File: src/core/ptb_pkg.sv
package ptb_pkg;

	localparam int CNT_W  = 15;
	localparam int PRE_W  = 6;
	localparam int POST_W = 4;

	typedef enum logic [1:0] {
		MODE_FREE      = 2'b00,
		MODE_SINGLE    = 2'b01,
		MODE_UPDOWN    = 2'b10,
		MODE_UPDOWN_DU = 2'b11
	} ptb_mode_e;

	typedef logic [CNT_W-1:0] ptb_count_t;

	// Prescaler select codes 0..3 give 1:1, 1:4, 1:16, 1:64
	localparam logic [PRE_W-1:0] PRE_MASK_1  = 6'h00;
	localparam logic [PRE_W-1:0] PRE_MASK_4  = 6'h03;
	localparam logic [PRE_W-1:0] PRE_MASK_16 = 6'h0F;
	localparam logic [PRE_W-1:0] PRE_MASK_64 = 6'h3F;

	localparam ptb_count_t         COUNT_RESET  = 15'h0000;
	localparam ptb_count_t         PERIOD_RESET = 15'h0000;
	localparam ptb_count_t         COUNT_ZERO   = 15'h0000;
	localparam ptb_count_t         COUNT_ONE    = 15'h0001;
	localparam ptb_mode_e          MODE_RESET   = MODE_FREE;
	localparam logic [1:0]         PRESEL_RESET = 2'h0;
	localparam logic [POST_W-1:0]  POSTSEL_RESET = 4'h0;
	localparam logic [PRE_W-1:0]   PRE_CNT_RESET = 6'h00;
	localparam logic [POST_W-1:0]  POST_CNT_RESET = 4'h0;

endpackage : ptb_pkg

File: src/core/ptb_scale_if.sv
interface ptb_scale_if;
	import ptb_pkg::*;

	logic                clr;
	logic [1:0]          pre_sel;
	logic                tick;
	logic [POST_W-1:0]   post_sel;
	logic                evt_in;
	logic                evt_out;

	modport core (output clr, output pre_sel, input tick, output post_sel, output evt_in, input evt_out);
	modport pre  (input clr, input pre_sel, output tick);
	modport post (input clr, input post_sel, input evt_in, output evt_out);

endinterface : ptb_scale_if

File: src/core/ptb_prescaler.sv
module ptb_prescaler
	import ptb_pkg::*;
(
	input  wire logic   clk_in,
	input  wire logic   reset_in,
	ptb_scale_if.pre    sc
);

	logic [PRE_W-1:0] cnt_r;
	logic [PRE_W-1:0] cnt_nxt;
	logic [PRE_W-1:0] mask;

	always_comb begin
		case (sc.pre_sel)
			2'h0:    mask = PRE_MASK_1;
			2'h1:    mask = PRE_MASK_4;
			2'h2:    mask = PRE_MASK_16;
			default: mask = PRE_MASK_64;
		endcase
		sc.tick = ((cnt_r & mask) == mask);
		if (sc.clr) begin
			cnt_nxt = PRE_CNT_RESET;
		end else if (sc.tick) begin
			cnt_nxt = PRE_CNT_RESET;
		end else begin
			cnt_nxt = cnt_r + 6'h01;
		end
	end

	always_ff @(posedge clk_in) begin
		if (reset_in) begin
			cnt_r <= PRE_CNT_RESET;
		end else begin
			cnt_r <= cnt_nxt;
		end
	end

endmodule // ptb_prescaler

File: src/core/ptb_postscaler.sv
module ptb_postscaler
	import ptb_pkg::*;
(
	input  wire logic   clk_in,
	input  wire logic   reset_in,
	ptb_scale_if.post   sc
);

	logic [POST_W-1:0] cnt_r;
	logic [POST_W-1:0] cnt_nxt;

	always_comb begin
		sc.evt_out = sc.evt_in && (cnt_r == sc.post_sel);
		if (sc.clr) begin
			cnt_nxt = POST_CNT_RESET;
		end else if (sc.evt_out) begin
			cnt_nxt = POST_CNT_RESET;
		end else if (sc.evt_in) begin
			cnt_nxt = cnt_r + 4'h1;
		end else begin
			cnt_nxt = cnt_r;
		end
	end

	always_ff @(posedge clk_in) begin
		if (reset_in) begin
			cnt_r <= POST_CNT_RESET;
		end else begin
			cnt_r <= cnt_nxt;
		end
	end

endmodule // ptb_postscaler

File: src/core/ptb_timebase.sv
module ptb_timebase
	import ptb_pkg::*;
(
	input  wire logic              CLK_IN,
	input  wire logic              RESET_IN,
	input  wire logic              CTRL_WR_IN,
	input  wire logic              CTRL_ENABLE_IN,
	input  wire ptb_pkg::ptb_mode_e CTRL_MODE_IN,
	input  wire logic [1:0]        CTRL_PRESCALER_IN,
	input  wire logic [3:0]        CTRL_POSTSCALER_IN,
	input  wire logic              COUNT_WR_IN,
	input  wire ptb_pkg::ptb_count_t COUNT_WDATA_IN,
	input  wire logic              PERIOD_WR_IN,
	input  wire ptb_pkg::ptb_count_t PERIOD_WDATA_IN,
	output logic [15:0]            TIMEBASE_COUNT_OUT,
	output logic                   TIMEBASE_ENABLE_OUT,
	output ptb_pkg::ptb_mode_e     TIMEBASE_MODE_OUT,
	output logic [1:0]             PRESCALER_SELECT_OUT,
	output logic [3:0]             POSTSCALER_SELECT_OUT,
	output ptb_pkg::ptb_count_t    PERIOD_BUFFER_OUT,
	output ptb_pkg::ptb_count_t    TIMEBASE_PERIOD_OUT,
	output logic                   TIMEBASE_EVENT_OUT
);

	import ptb_pkg::*;

	ptb_scale_if sc ();

	ptb_prescaler u_pre (
		.clk_in   (CLK_IN),
		.reset_in (RESET_IN),
		.sc       (sc.pre)
	);

	ptb_postscaler u_post (
		.clk_in   (CLK_IN),
		.reset_in (RESET_IN),
		.sc       (sc.post)
	);

	// Control group
	logic                enable_r;
	logic                enable_nxt;
	ptb_mode_e           mode_r;
	ptb_mode_e           mode_nxt;
	logic [1:0]          presel_r;
	logic [1:0]          presel_nxt;
	logic [POST_W-1:0]   postsel_r;
	logic [POST_W-1:0]   postsel_nxt;

	// Period group
	ptb_count_t          per_buf_r;
	ptb_count_t          per_buf_nxt;
	ptb_count_t          per_act_r;
	ptb_count_t          per_act_nxt;

	// Counter group
	ptb_count_t          count_r;
	ptb_count_t          count_nxt;
	logic                down_r;
	logic                down_nxt;
	logic                event_r;
	logic                event_nxt;

	// Step decode
	logic                step;
	logic                match;
	logic                updown;
	logic                wrap;
	logic                reach_zero;
	logic                single_done;
	logic                raw_evt;
	logic                direct_evt;

	always_comb begin
		updown      = (mode_r == MODE_UPDOWN) || (mode_r == MODE_UPDOWN_DU);
		match       = (count_r == per_act_r);
		step        = enable_r && sc.tick && (per_act_r != COUNT_ZERO);
		wrap        = step && match && !updown;
		single_done = wrap && (mode_r == MODE_SINGLE);
		reach_zero  = step && updown && down_r && (count_r <= COUNT_ONE);
		sc.clr      = CTRL_WR_IN || COUNT_WR_IN;
		sc.pre_sel  = presel_r;
		sc.post_sel = postsel_r;
		// Postscaled events: free-running wraps and up/down turn at zero
		raw_evt     = (wrap && (mode_r == MODE_FREE))
			|| (reach_zero && (mode_r == MODE_UPDOWN));
		sc.evt_in   = raw_evt;
		// Events that ignore the postscaler
		direct_evt  = single_done
			|| (mode_r == MODE_UPDOWN_DU && (reach_zero || (step && !down_r && match)));
	end

	// Control register: a software write wins over the single-shot clear
	always_comb begin
		enable_nxt  = enable_r;
		mode_nxt    = mode_r;
		presel_nxt  = presel_r;
		postsel_nxt = postsel_r;
		if (CTRL_WR_IN) begin
			enable_nxt  = CTRL_ENABLE_IN;
			mode_nxt    = CTRL_MODE_IN;
			presel_nxt  = CTRL_PRESCALER_IN;
			postsel_nxt = CTRL_POSTSCALER_IN;
		end else if (single_done) begin
			enable_nxt = 1'b0;
		end
	end

	always_ff @(posedge CLK_IN) begin
		if (RESET_IN) begin
			enable_r  <= 1'b0;
			mode_r    <= MODE_RESET;
			presel_r  <= PRESEL_RESET;
			postsel_r <= POSTSEL_RESET;
		end else begin
			enable_r  <= enable_nxt;
			mode_r    <= mode_nxt;
			presel_r  <= presel_nxt;
			postsel_r <= postsel_nxt;
		end
	end

	// Period: buffered write, copied into the active period at the update instants
	always_comb begin
		per_buf_nxt = per_buf_r;
		per_act_nxt = per_act_r;
		if (PERIOD_WR_IN) begin
			per_buf_nxt = PERIOD_WDATA_IN;
		end
		if (per_act_r == COUNT_ZERO) begin
			// A stuck zero period is only replaced with the time base disabled
			if (!enable_r) begin
				per_act_nxt = per_buf_r;
			end
		end else if (!enable_r || wrap || (updown && count_r == COUNT_ZERO)) begin
			per_act_nxt = per_buf_r;
		end
	end

	always_ff @(posedge CLK_IN) begin
		if (RESET_IN) begin
			per_buf_r <= PERIOD_RESET;
			per_act_r <= PERIOD_RESET;
		end else begin
			per_buf_r <= per_buf_nxt;
			per_act_r <= per_act_nxt;
		end
	end

	// Counter and direction
	always_comb begin
		count_nxt = count_r;
		down_nxt  = down_r;
		if (COUNT_WR_IN) begin
			count_nxt = COUNT_WDATA_IN;
		end else if (step) begin
			if (!updown) begin
				down_nxt = 1'b0;
				if (match) begin
					count_nxt = COUNT_ZERO;
				end else begin
					count_nxt = count_r + COUNT_ONE;
				end
			end else if (!down_r) begin
				if (match) begin
					down_nxt  = 1'b1;
					count_nxt = count_r - COUNT_ONE;
				end else begin
					count_nxt = count_r + COUNT_ONE;
				end
			end else if (reach_zero) begin
				down_nxt  = 1'b0;
				count_nxt = COUNT_ZERO;
			end else begin
				count_nxt = count_r - COUNT_ONE;
			end
		end
		event_nxt = sc.evt_out || direct_evt;
	end

	always_ff @(posedge CLK_IN) begin
		if (RESET_IN) begin
			count_r <= COUNT_RESET;
			down_r  <= 1'b0;
			event_r <= 1'b0;
		end else begin
			count_r <= count_nxt;
			down_r  <= down_nxt;
			event_r <= event_nxt;
		end
	end

	// Outputs are direct register copies
	always_comb begin
		TIMEBASE_COUNT_OUT    = {down_r, count_r};
		TIMEBASE_ENABLE_OUT   = enable_r;
		TIMEBASE_MODE_OUT     = mode_r;
		PRESCALER_SELECT_OUT  = presel_r;
		POSTSCALER_SELECT_OUT = postsel_r;
		PERIOD_BUFFER_OUT     = per_buf_r;
		TIMEBASE_PERIOD_OUT   = per_act_r;
		TIMEBASE_EVENT_OUT    = event_r;
	end

endmodule // ptb_timebase

File: config.mk
export PLATFORM = sky130hd
export DESIGN_NAME = ptb_timebase
export DESIGN_NICKNAME = d
export VERILOG_FILES = /design/src/core/ptb_pkg.sv /design/src/core/ptb_scale_if.sv /design/src/core/ptb_prescaler.sv /design/src/core/ptb_postscaler.sv /design/src/core/ptb_timebase.sv
export SDC_FILE = /design/constraint.sdc
export NUM_CORES = 1
export LEC_CHECK = 0
export ABC_AREA = 1
export BUFFER_PORTS_ARGS = -buffer_cell sky130_fd_sc_hd__buf_4
export CELL_PAD_IN_SITES_DETAIL_PLACEMENT = 0
export CELL_PAD_IN_SITES_GLOBAL_PLACEMENT = 1
export CORE_MARGIN = 2
export CORE_UTILIZATION = 36
export DETAILED_ROUTE_END_ITERATION = 12
export PLACE_DENSITY_LB_ADDON = 0.1
export SYNTH_ARGS = -nofsm -noshare
export SYNTH_HDL_FRONTEND = slang
export SYNTH_SLANG_ARGS = --single-unit
File: constraint.sdc
create_clock -name CLK_IN -period 2.46 [get_ports CLK_IN]
set_input_delay 0.369 -clock CLK_IN [delete_from_list [all_inputs] [get_ports CLK_IN]]
set_output_delay 0.369 -clock CLK_IN [all_outputs]
set_load 0.1 [all_outputs]
==> metrics.yaml <==
post_cts.repair.setup_buffers: 0
endpoint_class_of_the_critical_path: "flop"
globalRouteTotalUtil_pct: 20.0
cts_hold_buf: 0
worstSkewPairLatency_ps: 340
timing_worst_slew_pin_value_ps: 530
hold_ws_ps: 242
floorplan.rows: 37
synth_common_cells: "sky130_fd_sc_hd__nand2_1, sky130_fd_sc_hd__nor2_1, sky130_fd_sc_hd__dfxtp_1"
crit_start: "count_r[4]"
netlist.area_leader.share_pct: 34.9
grt_max_degree: 39
worst-path-stages: 15
routed-via-count: 3850
tritoncts.num_buffers: 9
worstSetupEndpoint: "TIMEBASE_PERIOD_OUT[2]"
rr_startpoint: "count_r[4]"
synth-seq-area-share_pct: 34.9
outcome: "completed"
cp_num_buf_inv: 2
ys_ff_latch: 66
yosys.area_share.simple_pct: 34.5
wire_length_of_the_first_global_routing_pass_um: 18200
place.detailed.hpwl_um: 8380
critPathTopFamily: "simple AND/OR/NAND/NOR gates"
synth_adder_area_share_pct: 1.98
tritoncts: "yes"
synthesis.area_per_instance_um2: 6.48
dieWidth_um: 107
crit_path_start_kind: "flop"
rr_endpoint: "TIMEBASE_PERIOD_OUT[2]"
detail_route.drc_violations: 0
power_frac_seq_pct: 39.8
cts.sinks: 66
slew_headroom_pct: 64.4
highest-signal-layer: "met4"
depth_of_the_cts_h_tree: 3
port_buffers: 99
pwr-share-comb_pct: 30.2
timing_hold_violations_final: 0
timing.critical_path.slowest_stage_cell: "sky130_fd_sc_hd__dfxtp_2"
antennaDiodeCount: 0
syn_to_final_growth_pct: 26.9
post_synth_inst_count: 584
grt_overflow_total: 0
final_layout_size_suffix_gt1_share_pct: 23.1
first_pass_iters: 4
final_max_slew_viol_count: 0
grt_antenna_before_repair: 0
cpPeakStageDelay_ps: 460
cts_repair_resize_count: 0
net-switching-power_mw: 1.25
timing.final.setup_violations: 0
final.setup.tns_ps: 0
synth.area.mux_share_pct: 0
type_of_the_worst_setup_path: "flop to flop"
vias_per_cell: 4.74
met3_length_um: 553
synth.distinct_cells: 28
worstRegToRegCells: 15
place_inst: 797
die_boundary_height_um: 107
maxCapViolCount: 0
period_share_pct: 87.4
power.leakage_nw: 2.24
yosysWarningCount: 0
finClkSkew_ps: 13.4
power_density_nw_per_um2: 642
cellInternalPower_mw: 1.84
synth_top_family_by_area: "simple AND/OR/NAND/NOR gates"
number_of_enable_flip_flop_cells_after_synthesis: 0
cts-root-buf: "sky130_fd_sc_hd__clkbuf_8"
max-vdd-ir-drop_mv: 0.294
clock_power_share_pct: 30.0
worst_path_most_repeated_cell: "sky130_fd_sc_hd__nand2_1"
pre_cts_slack_ps: 341
post_synthesis_cell_area_um2: 3780
gpl.final_weighted_congestion: 0.860
r2r_setup_slack_ps: 310
drtIter0Drc: 153
max_clock_freq_mhz: 465
count_of_nets_after_finishing: 722
cts-root-to-sink-buffers: 2
critical_path_required_ps: 2690
instances_no_fill: 812
worst-path-max-fanout: 16
fin_util_pct: 46.7
worst_hold_path_type: "primary input to flop"
synth.net_count: 634
asyncSetResetFlopFracSynth_pct: 0
met1_routed_length_um: 5730
worstPathArrival_ps: 2380
grt_setup_unrepaired: "false"
residual_antenna_violating_net_count_after_detailed_routing: 0
avgRoutedWirePerCell_um: 13.5
synth-compound-area-share_pct: 13.1
worst_slack_ps: 310
cts.reportedPaths.clkPinSlew_ps: 80
core_area_um2: 10300
io_pins: 100
vias_in_the_first_global_route: 3605
synth_top_cell_by_area: "sky130_fd_sc_hd__dfxtp_1"
die_outline_area_um2: 11300
synth_ff_type: "sky130_fd_sc_hd__dfxtp_1"
detail_route.wirelength_um: 11000
initial_core_util_pct: 36.8
netlist_top_cells_area: "sky130_fd_sc_hd__dfxtp_1, sky130_fd_sc_hd__nand2_1, sky130_fd_sc_hd__nor2_1, sky130_fd_sc_hd__o21ai_0, sky130_fd_sc_hd__inv_1"
fin_crit_ps: 2150
synth-xor-area-share_pct: 5.56
synth.most_common_cell: "sky130_fd_sc_hd__nand2_1"
wl_met2_um: 4600
crit_path_cell_trace: "inv_1 -> nand2_1 -> nand2_1 -> nor2_1 -> nand2_1 -> nor2_1 -> nand2_2 -> nor2_2 -> nand2_1 -> nand2_1 -> nand2_2 -> nand2_4 -> inv_2 -> nor2_1 -> nor2_1"
power.switching_fraction_pct: 40.4
[placed cells by master, fill, tap and decap left out]
cell type                    synthesis  final
sky130_fd_sc_hd__a21oi_1            23     23
sky130_fd_sc_hd__a31oi_1             7      7
sky130_fd_sc_hd__buf_4               4    103
sky130_fd_sc_hd__bufinv_16           0      1
sky130_fd_sc_hd__clkbuf_8            0      9
sky130_fd_sc_hd__clkinv_2            0      1
sky130_fd_sc_hd__clkinv_4            0      3
sky130_fd_sc_hd__clkinvlp_4          0      1
sky130_fd_sc_hd__dfxtp_1            66     52
sky130_fd_sc_hd__dfxtp_2             0     14
sky130_fd_sc_hd__ha_1                6      6
sky130_fd_sc_hd__inv_1              60     60
sky130_fd_sc_hd__inv_2               4      4
sky130_fd_sc_hd__nand2_1           130    130
sky130_fd_sc_hd__nand2_2             2      2
sky130_fd_sc_hd__nand2_4             1      1
sky130_fd_sc_hd__nand3_1            34     34
sky130_fd_sc_hd__nand3b_1            1      1
sky130_fd_sc_hd__nand4_1             9      9
sky130_fd_sc_hd__nor2_1             97     97
sky130_fd_sc_hd__nor2_2             14     14
sky130_fd_sc_hd__nor2_4              2      2
sky130_fd_sc_hd__nor3_1              9      9
sky130_fd_sc_hd__nor3b_1             2      2
sky130_fd_sc_hd__nor4_1              2      2
sky130_fd_sc_hd__nor4_2              1      1
sky130_fd_sc_hd__o21ai_0            49     49
sky130_fd_sc_hd__o21ai_1            11     11
sky130_fd_sc_hd__o221ai_1            4      4
sky130_fd_sc_hd__xnor2_1             3      3
sky130_fd_sc_hd__xor2_1             21     21
[sequential cells by signal, indices dropped and copies added (netlist names)]
| name | count |
|---|---|
| count_r | 15 |
| PRESCALER_SELECT_OUT | 2 |
| u_post.cnt_r | 4 |
| TIMEBASE_ENABLE_OUT | 1 |
| POSTSCALER_SELECT_OUT | 4 |
| TIMEBASE_PERIOD_OUT | 15 |
| TIMEBASE_EVENT_OUT | 1 |
| u_pre.cnt_r | 6 |
| PERIOD_BUFFER_OUT | 15 |
| down_r | 1 |
| TIMEBASE_MODE_OUT | 2 |
[layer usage]
| metal | vias to the layer above | GRT usage, % |
|---|---|---|
| li1 | 2047 | - |
| met1 | 1696 | 28.6 |
| met2 | 98 | 30.2 |
| met3 | 9 | 3.86 |
| met4 | 0 | 6.22 |
| met5 | - | 0 |
[worst reg2reg max path, delay by kind of cell, from the launching register on]
family | cells | cell delay, ps
simple gates | 13 | 1280
flops | 1 | 460
buf+inv | 2 | 320
[power by group through the flow]
stage,logic (mW),clock network (mW),registers [mW]
after floorplan,0.308,0,1.64
after global placement,0.932,0,1.25
after detailed placement,0.934,0,1.25
after CTS,0.937,0.961,1.22
after global routing,1.00,1.00,1.24
final,0.932,0.926,1.23
[metrics by stage]
step / instance area (µm²) / total power, mW
2_1_floorplan: 3800 / 1.95
3_3_place_gp: 4610 / 2.18
3_5_place_dp: 4610 / 2.18
4_1_cts: 4800 / 3.12
5_1_grt: 4800 / 3.24
6_report: 4800 / 3.08
[cell families after synthesis]
family                     after synthesis
xor gates and xnor gates                24
buffers and inverters                   90
AOI/OAI and AO/OA                       94
DFF                                     66
and+or+nand+nor                        304
adders and majority gates                6
[final cells by class]
class / count / area (µm²)
clock buffers: 9 / 124
clock inverters: 6 / 68.8
fillers: 1101 / 5480
inverters: 64 / 240
multi-input cells: 428 / 2080
flip-flops and latches: 66 / 1340
well taps: 136 / 170
repair buffers: 103 / 773
[worst min path at each step]
stage                                     start                        to  slack, ps  cells after the start
after global placement           u_pre.cnt_r[0]            u_pre.cnt_r[0]        430                      1
after global routing      CTRL_POSTSCALER_IN[2]  POSTSCALER_SELECT_OUT[2]        240                      3
after CTS                 CTRL_POSTSCALER_IN[1]  POSTSCALER_SELECT_OUT[1]        220                      3
after detailed placement         u_pre.cnt_r[0]            u_pre.cnt_r[0]        430                      1
after floorplan                  u_pre.cnt_r[0]            u_pre.cnt_r[0]        420                      1
final                     CTRL_POSTSCALER_IN[3]  POSTSCALER_SELECT_OUT[3]        240                      3
(Power assumes the default switching activity.)
